--- config.mk ---
export PLATFORM = sky130hd
export DESIGN_NAME = motion_path_trigger_select
export DESIGN_NICKNAME = d
export VERILOG_FILES = /design/src/design/path_trigger_pkg.sv /design/src/design/edge_detect.sv /design/src/design/launch_arbiter.sv /design/src/design/motion_path_trigger_select.sv
export SDC_FILE = /design/constraint.sdc
export NUM_CORES = 1
export LEC_CHECK = 0
export ABC_AREA = 1
export BUFFER_PORTS_ARGS = -buffer_cell sky130_fd_sc_hd__buf_2
export CORE_MARGIN = 2
export CORE_UTILIZATION = 54
export DETAILED_ROUTE_END_ITERATION = 8
export PLACE_DENSITY = 0.75
export SLEW_MARGIN = 20
export SYNTH_ARGS = -nofsm -noshare
export SYNTH_HDL_FRONTEND = slang
export SYNTH_HIERARCHICAL = 1
export SYNTH_SLANG_ARGS = --single-unit
--- constraint.sdc ---
create_clock -name mclk_in -period 2.4 [get_ports mclk_in]
set_input_delay 0.12 -clock mclk_in [delete_from_list [all_inputs] [get_ports mclk_in]]
set_output_delay 0.12 -clock mclk_in [all_outputs]
set_load 0.02 [all_outputs]
--- src/design/path_trigger_pkg.sv ---
// Operation
// RL1: Sixty-four paths; path 0 is homing
// RL2: Strobe rising edge launches selected path
// RL3: Stop input rising edge terminates path
// RL4: Homing input rising edge launches path 0
// RL5: Four event inputs, both edges launch
// RL6: Separate rise and fall path maps
// RL7: Software write launches path immediately
// RL8: Software read returns execution outcome
// RL9: Capture done with enable launches 50
// RL10: Cam disengage launches configured exit path
// RL11: Software limits suspended while homing
// RL12: Homing sets end position to index
// RL13: Motor brakes past index, coordinate exact
// RL14: Optional path runs after homing
// RL15: Done outputs set on homing completion
// RL16: Inputs sampled, edges become one pulse
package path_trigger_pkg;

	// ****************************************
	// Path numbering
	// ****************************************
	localparam int          PATH_COUNT   = 64;
	localparam int          PATH_W       = 6;
	localparam logic [5:0]  HOMING_PATH  = 6'h00;
	localparam logic [5:0]  CAPTURE_PATH = 6'h32;
	localparam int          EVENT_COUNT  = 4;
	localparam int          POS_W        = 32;

	// ****************************************
	// Register offsets
	// ****************************************
	localparam logic [7:0]  SW_TRIGGER_ADDR    = 8'h00;
	localparam logic [7:0]  EVENT_RISE_ADDR    = 8'h04;
	localparam logic [7:0]  EVENT_FALL_ADDR    = 8'h08;
	localparam logic [7:0]  CAPTURE_CFG_ADDR   = 8'h0c;
	localparam logic [7:0]  CAM_CFG_ADDR       = 8'h10;
	localparam logic [7:0]  INDEX_COORD_ADDR   = 8'h14;
	localparam logic [7:0]  HOMING_CFG_ADDR    = 8'h18;
	localparam logic [7:0]  END_POSITION_ADDR  = 8'h1c;
	localparam logic [7:0]  IRQ_STATUS_ADDR    = 8'h20;
	localparam logic [7:0]  IRQ_MASK_ADDR      = 8'h24;
	localparam logic [7:0]  STATE_ADDR         = 8'h28;

	// ****************************************
	// Field positions
	// ****************************************
	localparam int          CAPTURE_LAUNCH_BIT = 3;
	localparam int          HOMING_AUTO_BIT    = 8;
	localparam int          RESULT_LSB         = 8;

	// ****************************************
	// Reset values
	// ****************************************
	localparam logic [31:0] EVENT_MAP_RESET    = 32'h0000_0000;
	localparam logic [31:0] CONFIG_RESET       = 32'h0000_0000;
	localparam logic [3:0]  IRQ_MASK_RESET     = 4'h0;

	// ****************************************
	// Outcome codes on software trigger read
	// ****************************************
	localparam logic [3:0]  RESULT_IDLE     = 4'h0;
	localparam logic [3:0]  RESULT_RUNNING  = 4'h1;
	localparam logic [3:0]  RESULT_DONE     = 4'h2;
	localparam logic [3:0]  RESULT_STOPPED  = 4'h3;

	// Interrupt bits: launch, done, homed, stopped
	localparam int          IRQ_W = 4;

	typedef enum logic [1:0] {
		ST_IDLE,
		ST_RUN,
		ST_HOMING,
		ST_HOME_BRAKE
	} exec_e;

	typedef struct packed {
		logic             valid;
		logic [5:0]       path;
	} launch_s;

	typedef struct packed {
		logic             psel;
		logic             penable;
		logic             pwrite;
		logic [7:0]       paddr;
		logic [31:0]      pwdata;
	} apb_req_s;

endpackage

--- src/design/edge_detect.sv ---
`timescale 1ns/100ps
module edge_detect
	import path_trigger_pkg::*;
#(
	parameter int WIDTH = 8
) (
	input  wire logic             mclk_in,
	input  wire logic             rst_in,
	input  wire logic [WIDTH-1:0] level_in,
	output logic      [WIDTH-1:0] rise_out,
	output logic      [WIDTH-1:0] fall_out
);

	typedef struct packed {
		logic [WIDTH-1:0] sample;
		logic [WIDTH-1:0] prev;
	} edge_state_s;

	edge_state_s state;
	edge_state_s next_state;

	always_comb begin
		next_state        = state;
		next_state.sample = level_in;
		next_state.prev   = state.sample;
	end

	always_ff @(posedge mclk_in) begin
		if (rst_in) begin
			state <= '0;
		end else begin
			state <= next_state;
		end
	end

	assign rise_out = state.sample & ~state.prev; // RL16
	assign fall_out = ~state.sample & state.prev; // RL16

endmodule

--- src/design/launch_arbiter.sv ---
`timescale 1ns/100ps
module launch_arbiter
	import path_trigger_pkg::*;
#(
	parameter int SOURCES = 8
) (
	input  wire launch_s [SOURCES-1:0] request_in,
	output launch_s                    grant_out
);

	// Lowest index wins
	always_comb begin
		grant_out = '0;
		for (int i = SOURCES - 1; i >= 0; i--) begin
			if (request_in[i].valid) begin
				grant_out = request_in[i];
			end
		end
	end

endmodule

--- src/design/motion_path_trigger_select.sv ---
`timescale 1ns/100ps
module motion_path_trigger_select
	import path_trigger_pkg::*;
(
	input  wire logic                   mclk_in,
	input  wire logic                   rst_in,
	input  wire logic                   psel_in,
	input  wire logic                   penable_in,
	input  wire logic                   pwrite_in,
	input  wire logic [7:0]             paddr_in,
	input  wire logic [31:0]            pwdata_in,
	output logic      [31:0]            prdata_out,
	output logic                        pready_out,
	output logic                        pslverr_out,
	input  wire logic [PATH_W-1:0]      path_select_in,
	input  wire logic                   path_trigger_strobe_in,
	input  wire logic                   motion_stop_input_in,
	input  wire logic                   homing_start_input_in,
	input  wire logic [EVENT_COUNT-1:0] event_inputs_in,
	input  wire logic                   capture_done_in,
	input  wire logic                   cam_disengage_in,
	input  wire logic                   index_pulse_in,
	input  wire logic                   motion_complete_in,
	output logic                        launch_valid_out,
	output logic      [PATH_W-1:0]      launch_path_out,
	output logic                        stop_request_out,
	output logic                        homing_active_out,
	output logic                        soft_limit_enable_out,
	output logic      [POS_W-1:0]       command_end_position_out,
	output logic                        command_done_output_out,
	output logic                        homing_done_output_out,
	output logic                        irq_out
);

	localparam int SOURCES = 7;

	typedef struct packed {
		exec_e            exec;
		logic [5:0]       current_path;
		logic [3:0]       result;
		logic [31:0]      rise_map;
		logic [31:0]      fall_map;
		logic [31:0]      capture_cfg;
		logic [31:0]      cam_cfg;
		logic [31:0]      index_coord;
		logic [31:0]      homing_cfg;
		logic [31:0]      end_position;
		logic [IRQ_W-1:0] irq_status;
		logic [IRQ_W-1:0] irq_mask;
		logic             sw_pending;
		logic [5:0]       sw_path;
		logic             launch_valid;
		logic [5:0]       launch_path;
		logic             stop_req;
		logic             cmd_done;
		logic             home_done;
		logic             index_seen;
		logic             after_home;
		logic [31:0]      prdata;
	} core_state_s;

	core_state_s state;
	core_state_s next_state;

	logic [EVENT_COUNT+5:0] edge_rise;
	logic [EVENT_COUNT+5:0] edge_fall;
	launch_s [SOURCES-1:0]  request;
	launch_s                grant;
	logic [5:0]             rise_path [EVENT_COUNT];
	logic [5:0]             fall_path [EVENT_COUNT];
	logic                   rise_hit;
	logic                   fall_hit;
	logic [5:0]             rise_sel;
	logic [5:0]             fall_sel;
	logic                   apb_write;
	logic                   apb_read;
	logic                   addr_ok;
	logic [IRQ_W-1:0]       irq_set;

	// ****************************************
	// Helpers
	// ****************************************
	// Six-bit path field of a packed map word
	function automatic logic [5:0] map_field(input logic [31:0] word, input int idx);
		map_field = word[idx*8 +: 6];
	endfunction

	function automatic logic mapped(input logic [7:0] addr);
		mapped = (addr[1:0] == 2'b00) && (addr <= STATE_ADDR);
	endfunction

	function automatic logic [31:0] trigger_word(input logic [3:0] res, input logic [5:0] path);
		trigger_word = {20'h0_0000, res, 2'b00, path};
	endfunction

	function automatic logic [31:0] flag_word(input core_state_s s);
		flag_word = {24'h00_0000, s.after_home, s.index_seen, s.home_done, s.cmd_done,
		             2'b00, s.exec};
	endfunction

	// ****************************************
	// Input edge detection
	// ****************************************
	edge_detect #(
		.WIDTH(EVENT_COUNT + 6)
	) u_edges (
		.mclk_in  (mclk_in),
		.rst_in   (rst_in),
		.level_in ({event_inputs_in, index_pulse_in, cam_disengage_in, capture_done_in,
		            homing_start_input_in, motion_stop_input_in, path_trigger_strobe_in}),
		.rise_out (edge_rise),
		.fall_out (edge_fall)
	);

	// ****************************************
	// Event path maps
	// ****************************************
	always_comb begin
		rise_hit = 1'b0;
		fall_hit = 1'b0;
		rise_sel = '0;
		fall_sel = '0;
		for (int i = EVENT_COUNT - 1; i >= 0; i--) begin
			rise_path[i] = map_field(state.rise_map, i); // RL6
			fall_path[i] = map_field(state.fall_map, i); // RL6
			if (edge_rise[6+i]) begin // RL5
				rise_hit = 1'b1;
				rise_sel = rise_path[i];
			end
			if (edge_fall[6+i]) begin // RL5
				fall_hit = 1'b1;
				fall_sel = fall_path[i];
			end
		end
	end

	// ****************************************
	// Launch sources, highest priority first
	// ****************************************
	always_comb begin
		request[0] = '{valid: edge_rise[2], path: HOMING_PATH}; // RL4
		request[1] = '{valid: state.sw_pending, path: state.sw_path}; // RL7
		request[2] = '{valid: edge_rise[0], path: path_select_in}; // RL2
		request[3] = '{valid: rise_hit, path: rise_sel};
		request[4] = '{valid: fall_hit, path: fall_sel};
		request[5] = '{valid: edge_rise[3] && state.capture_cfg[CAPTURE_LAUNCH_BIT],
		               path: CAPTURE_PATH}; // RL9
		request[6] = '{valid: edge_rise[4], path: state.cam_cfg[5:0]}; // RL10
	end

	launch_arbiter #(
		.SOURCES(SOURCES)
	) u_arb (
		.request_in (request),
		.grant_out  (grant)
	);

	// ****************************************
	// APB decode
	// ****************************************
	assign apb_write = psel_in && penable_in && pwrite_in;
	assign apb_read  = psel_in && penable_in && !pwrite_in;
	assign addr_ok   = mapped(paddr_in);

	// ****************************************
	// Next state
	// ****************************************
	always_comb begin
		next_state              = state;
		next_state.launch_valid = 1'b0;
		next_state.stop_req     = 1'b0;
		irq_set                 = '0;

		// ****************************************
		// Launch, stop and sequencing
		// ****************************************
		if (state.sw_pending) begin
			next_state.sw_pending = 1'b0;
		end

		if (edge_rise[1]) begin // RL3
			next_state.stop_req = 1'b1;
			if (state.exec != ST_IDLE) begin
				next_state.exec   = ST_IDLE;
				next_state.result = RESULT_STOPPED;
				next_state.cmd_done = 1'b1;
				irq_set[3]        = 1'b1;
			end
		end else if (grant.valid) begin
			next_state.launch_valid = 1'b1;
			next_state.launch_path  = grant.path;
			next_state.current_path = grant.path;
			next_state.result       = RESULT_RUNNING;
			next_state.cmd_done     = 1'b0;
			irq_set[0]              = 1'b1;
			next_state.after_home   = 1'b0;
			if (grant.path == HOMING_PATH) begin // RL1
				next_state.exec       = ST_HOMING;
				next_state.home_done  = 1'b0; // RL15
				next_state.index_seen = 1'b0;
			end else begin
				next_state.exec = ST_RUN;
			end
		end else begin
			// ****************************************
			// Run and homing progress
			// ****************************************
			unique case (state.exec)
				ST_IDLE: begin
				end
				ST_RUN: begin
					if (motion_complete_in) begin
						next_state.exec     = ST_IDLE;
						next_state.result   = RESULT_DONE;
						next_state.cmd_done = 1'b1;
						irq_set[1]          = 1'b1;
					end
				end
				ST_HOMING: begin
					if (edge_rise[5]) begin // RL12
						next_state.end_position = state.index_coord;
						next_state.index_seen   = 1'b1;
						next_state.exec         = ST_HOME_BRAKE;
					end
				end
				ST_HOME_BRAKE: begin
					// Coordinate fixed; stop point lands past index
					if (motion_complete_in) begin // RL13
						next_state.exec      = ST_IDLE;
						next_state.result    = RESULT_DONE;
						next_state.cmd_done  = 1'b1; // RL15
						next_state.home_done = 1'b1; // RL15
						irq_set[2]           = 1'b1;
						if (state.homing_cfg[HOMING_AUTO_BIT]) begin // RL14
							next_state.launch_valid = 1'b1;
							next_state.launch_path  = state.homing_cfg[5:0];
							next_state.current_path = state.homing_cfg[5:0];
							next_state.exec         = ST_RUN;
							next_state.result       = RESULT_RUNNING;
							// Homing completion stays reported
							next_state.after_home   = 1'b1;
						end
					end
				end
			endcase
		end

		// ****************************************
		// Register readback
		// ****************************************
		next_state.prdata = '0;
		if (apb_read && addr_ok) begin
			unique case (paddr_in)
				SW_TRIGGER_ADDR: begin
					next_state.prdata = trigger_word(state.result, state.current_path); // RL8
				end
				EVENT_RISE_ADDR:   next_state.prdata = state.rise_map;
				EVENT_FALL_ADDR:   next_state.prdata = state.fall_map;
				CAPTURE_CFG_ADDR:  next_state.prdata = state.capture_cfg;
				CAM_CFG_ADDR:      next_state.prdata = state.cam_cfg;
				INDEX_COORD_ADDR:  next_state.prdata = state.index_coord;
				HOMING_CFG_ADDR:   next_state.prdata = state.homing_cfg;
				END_POSITION_ADDR: next_state.prdata = state.end_position;
				IRQ_STATUS_ADDR:   next_state.prdata = {28'h000_0000, state.irq_status};
				IRQ_MASK_ADDR:     next_state.prdata = {28'h000_0000, state.irq_mask};
				STATE_ADDR:        next_state.prdata = flag_word(state);
				default:           next_state.prdata = '0;
			endcase
		end

		// ****************************************
		// Interrupt status
		// ****************************************
		// Read clears, new events win
		if (apb_read && paddr_in == IRQ_STATUS_ADDR) begin
			next_state.irq_status = irq_set;
		end else begin
			next_state.irq_status = state.irq_status | irq_set;
		end

		// ****************************************
		// Register writes
		// ****************************************
		if (apb_write && addr_ok) begin
			unique case (paddr_in)
				SW_TRIGGER_ADDR: begin
					next_state.sw_pending = 1'b1; // RL7
					next_state.sw_path    = pwdata_in[5:0];
				end
				EVENT_RISE_ADDR:  next_state.rise_map    = pwdata_in;
				EVENT_FALL_ADDR:  next_state.fall_map    = pwdata_in;
				CAPTURE_CFG_ADDR: next_state.capture_cfg = pwdata_in;
				CAM_CFG_ADDR:     next_state.cam_cfg     = pwdata_in;
				INDEX_COORD_ADDR: next_state.index_coord = pwdata_in;
				HOMING_CFG_ADDR:  next_state.homing_cfg  = pwdata_in;
				IRQ_MASK_ADDR:    next_state.irq_mask    = pwdata_in[IRQ_W-1:0];
				default: begin
				end
			endcase
		end
	end

	// ****************************************
	// State register
	// ****************************************
	always_ff @(posedge mclk_in) begin
		if (rst_in) begin
			state             <= '0;
			state.exec        <= ST_IDLE;
			state.result      <= RESULT_IDLE;
			state.rise_map    <= EVENT_MAP_RESET;
			state.fall_map    <= EVENT_MAP_RESET;
			state.capture_cfg <= CONFIG_RESET;
			state.cam_cfg     <= CONFIG_RESET;
			state.homing_cfg  <= CONFIG_RESET;
			state.irq_mask    <= IRQ_MASK_RESET;
		end else begin
			state <= next_state;
		end
	end

	// ****************************************
	// Outputs
	// ****************************************
	assign pready_out               = 1'b1;
	assign pslverr_out              = psel_in && penable_in && !addr_ok;
	assign prdata_out               = next_state.prdata;

	// ****************************************
	// Motion outputs
	// ****************************************
	assign launch_valid_out         = state.launch_valid;
	assign launch_path_out          = state.launch_path;
	assign stop_request_out         = state.stop_req;
	assign homing_active_out        = (state.exec == ST_HOMING) || (state.exec == ST_HOME_BRAKE);
	assign soft_limit_enable_out    = !homing_active_out; // RL11
	assign command_end_position_out = state.end_position;
	assign command_done_output_out  = state.cmd_done;
	assign homing_done_output_out   = state.home_done;

	// ****************************************
	// Interrupt output
	// ****************************************
	assign irq_out                  = |(state.irq_status & state.irq_mask);

endmodule

==> flow_metrics.env <==
export IMPL_final_max_slew_viol_count=0
export IMPL_rsz0062_at_grt="yes"
export IMPL_grt_overflow_total=0
export IMPL_cts_tree="built"
export IMPL_multi_input_area_sq_um=6800
export IMPL_core_sq_um=25900
export IMPL_rows=59
export IMPL_die_w_um=166
export IMPL_drv_cap=0
export IMPL_vias_per_cell=5.63
export IMPL_synthCells=2198
export IMPL_wl_um=47900
export IMPL_crit_path_max_fanout=5
export IMPL_peakVddDrop_uv=673
export IMPL_path_clk_slew_ps=60
export IMPL_clk_insertion_delay_late_ps=570
export IMPL_synth_area_sq_um=14200
export IMPL_cts_num_sinks=281
export IMPL_numCtsBuffers=30
export IMPL_tightest_slew_ps=720
export IMPL_final_cell_mix="nand2_1 (544), nor2_1 (404), dfxtp_1 (278)"
export IMPL_vias=14852
export IMPL_post_route_util_pct=63.3
export IMPL_first_pass_iters=6
export IMPL_fin_crit_sh_pct=93.4
export IMPL_antenna_found_initial=0
export IMPL_cp_end_kind="register"
export IMPL_start_kind="register"
export IMPL_powerDensity_nw_per_um2=646
export IMPL_dp_slack_ps=73.8
export IMPL_hold_viol=0
export IMPL_fp_dieArea_sq_um=27600
export IMPL_die_h_um=166
export IMPL_period_needed_ps=2240
export IMPL_htreeDepth=1
export IMPL_io_buffers=139
export IMPL_root_buffer="clkbuf_16"
export IMPL_grt_pass1_vias=13105
export IMPL_synthToLayoutAreaGrowth_pct=15.7
export IMPL_cts_buffer_depth=3
export IMPL_p_leak_nw=7.38
export IMPL_antenna_cells=0
export IMPL_slew_limit_headroom_pct=51.8
export IMPL_grt_max_degree=137
export IMPL_holdWs_ps=73.9
export IMPL_setup_violations=0
export IMPL_final_antenna_net_count=0
export IMPL_arrival_ps=2650
export IMPL_skew_ps=16.7
export IMPL_drive_gt1_share_pct=13.3
export IMPL_outcome="finished clean"
export IMPL_grt_pass1_wl_um=73400
export IMPL_drtIter0Drc=2128
export IMPL_grt_usage_pct=33.1
export IMPL_ff_latch_area_sq_um=5630
export IMPL_wl_per_cell_um=18.2
export IMPL_synth_warnings=6
export IMPL_syn_avg_cell_area_sq_um=6.45
export IMPL_io_pins=141
export IMPL_worstSetupPathType="reg -> reg"
export IMPL_required_ps=2810
export IMPL_final_common_cell="nand2_1"
export IMPL_nFillCells=2367
export IMPL_initial_core_util_pct=54.7
export IMPL_layout_nets=2340
export IMPL_fmax_mhz=446
export IMPL_holdCritPathClass="in -> reg"
export IMPL_hpwl_um=31500
export IMPL_drc=0
export IMPL_gp_congestion=0.989
export IMPL_timing_final_ws_setup_ps=158
per-layer routing:
layer | GRT usage, % | routed length [um]
met1 | 48.6 | 20000
met2 | 48.5 | 20000
met3 | 6.86 | 6190
met4 | 11.3 | 1720
met5 | 0 | 0
report_power, final:
group	total [mW]	switching (mW)	internal [mW]	leakage, nW
clock	5.08	1.96	3.12	0.545
sequential	4.75	0.0336	4.71	2.27
combinational	0.766	0.515	0.251	4.56
flip-flops by register name, summed over array words and instances, names as in the netlist:
register,cells
command_done_output_out,1
command_end_position_out,32
fall_path,24
homing_done_output_out,1
launch_path_out,6
launch_valid_out,1
request,13
rise_path,24
state,158
stop_request_out,1
u_edges/next_state,10
u_edges/state,10
area by class of cell:
type,instances,area share [%]
clock buffers,40,5.17
inverters,184,4.31
well taps,335,2.55
repair buffers,249,10.8
clock inverters,16,1.49
multi-input cells,1532,41.4
flip-flops and latches,281,34.3
what timing repair did:
action,4_1_cts,5_1_grt
resized for setup,0,41
hold endpoints to repair,209,0
hold buffers,43,0
setup endpoints to repair,0,24
setup buffers,0,6
through the flow:
step	total power, mW	TNS (ps)	instance area (sq um)	std cells
2_1_floorplan	5.25	0	14200	2209
3_3_place_gp	5.50	0	14700	2531
3_5_place_dp	5.50	0	14700	2531
4_1_cts	10.6	0	16200	2630
5_1_grt	10.9	-28.7	16400	2637
6_report	10.6	0	16400	2637
worst max-delay path, stage by stage (launching register included):
cell	delay (ps)
dfxtp_2	350
inv_1	50
nor2_2	120
nor2_2	70
buf_4	150
o21ai_1	100
o221ai_1	140
nor2_1	170
nor2_1	60
nand2_1	60
nand2_1	50
nand2_1	60
nand2_1	60
nor2_1	90
nand4_1	180
nand2_2	150
o21ai_0	100
nand2_1	70
a21oi_1	50
path summary, 6_finish.rpt:
check	cells after the start	to	start	slack, ps
setup / recovery	18	state[293]$_SDFFE_PP0P_	u_edges/state[7]$_SDFF_PP0_	160
hold / removal	5	state[164]$_SDFFE_PP0P_	pwrite_in	70
setup reg to reg	18	state[293]$_SDFFE_PP0P_	u_edges/state[7]$_SDFF_PP0_	160
hold reg to reg	2	u_edges/state[1]$_SDFF_PP0_	u_edges/next_state[1]$_SDFF_PP0_	430
Note: power is estimated with default switching activity, not from simulation.
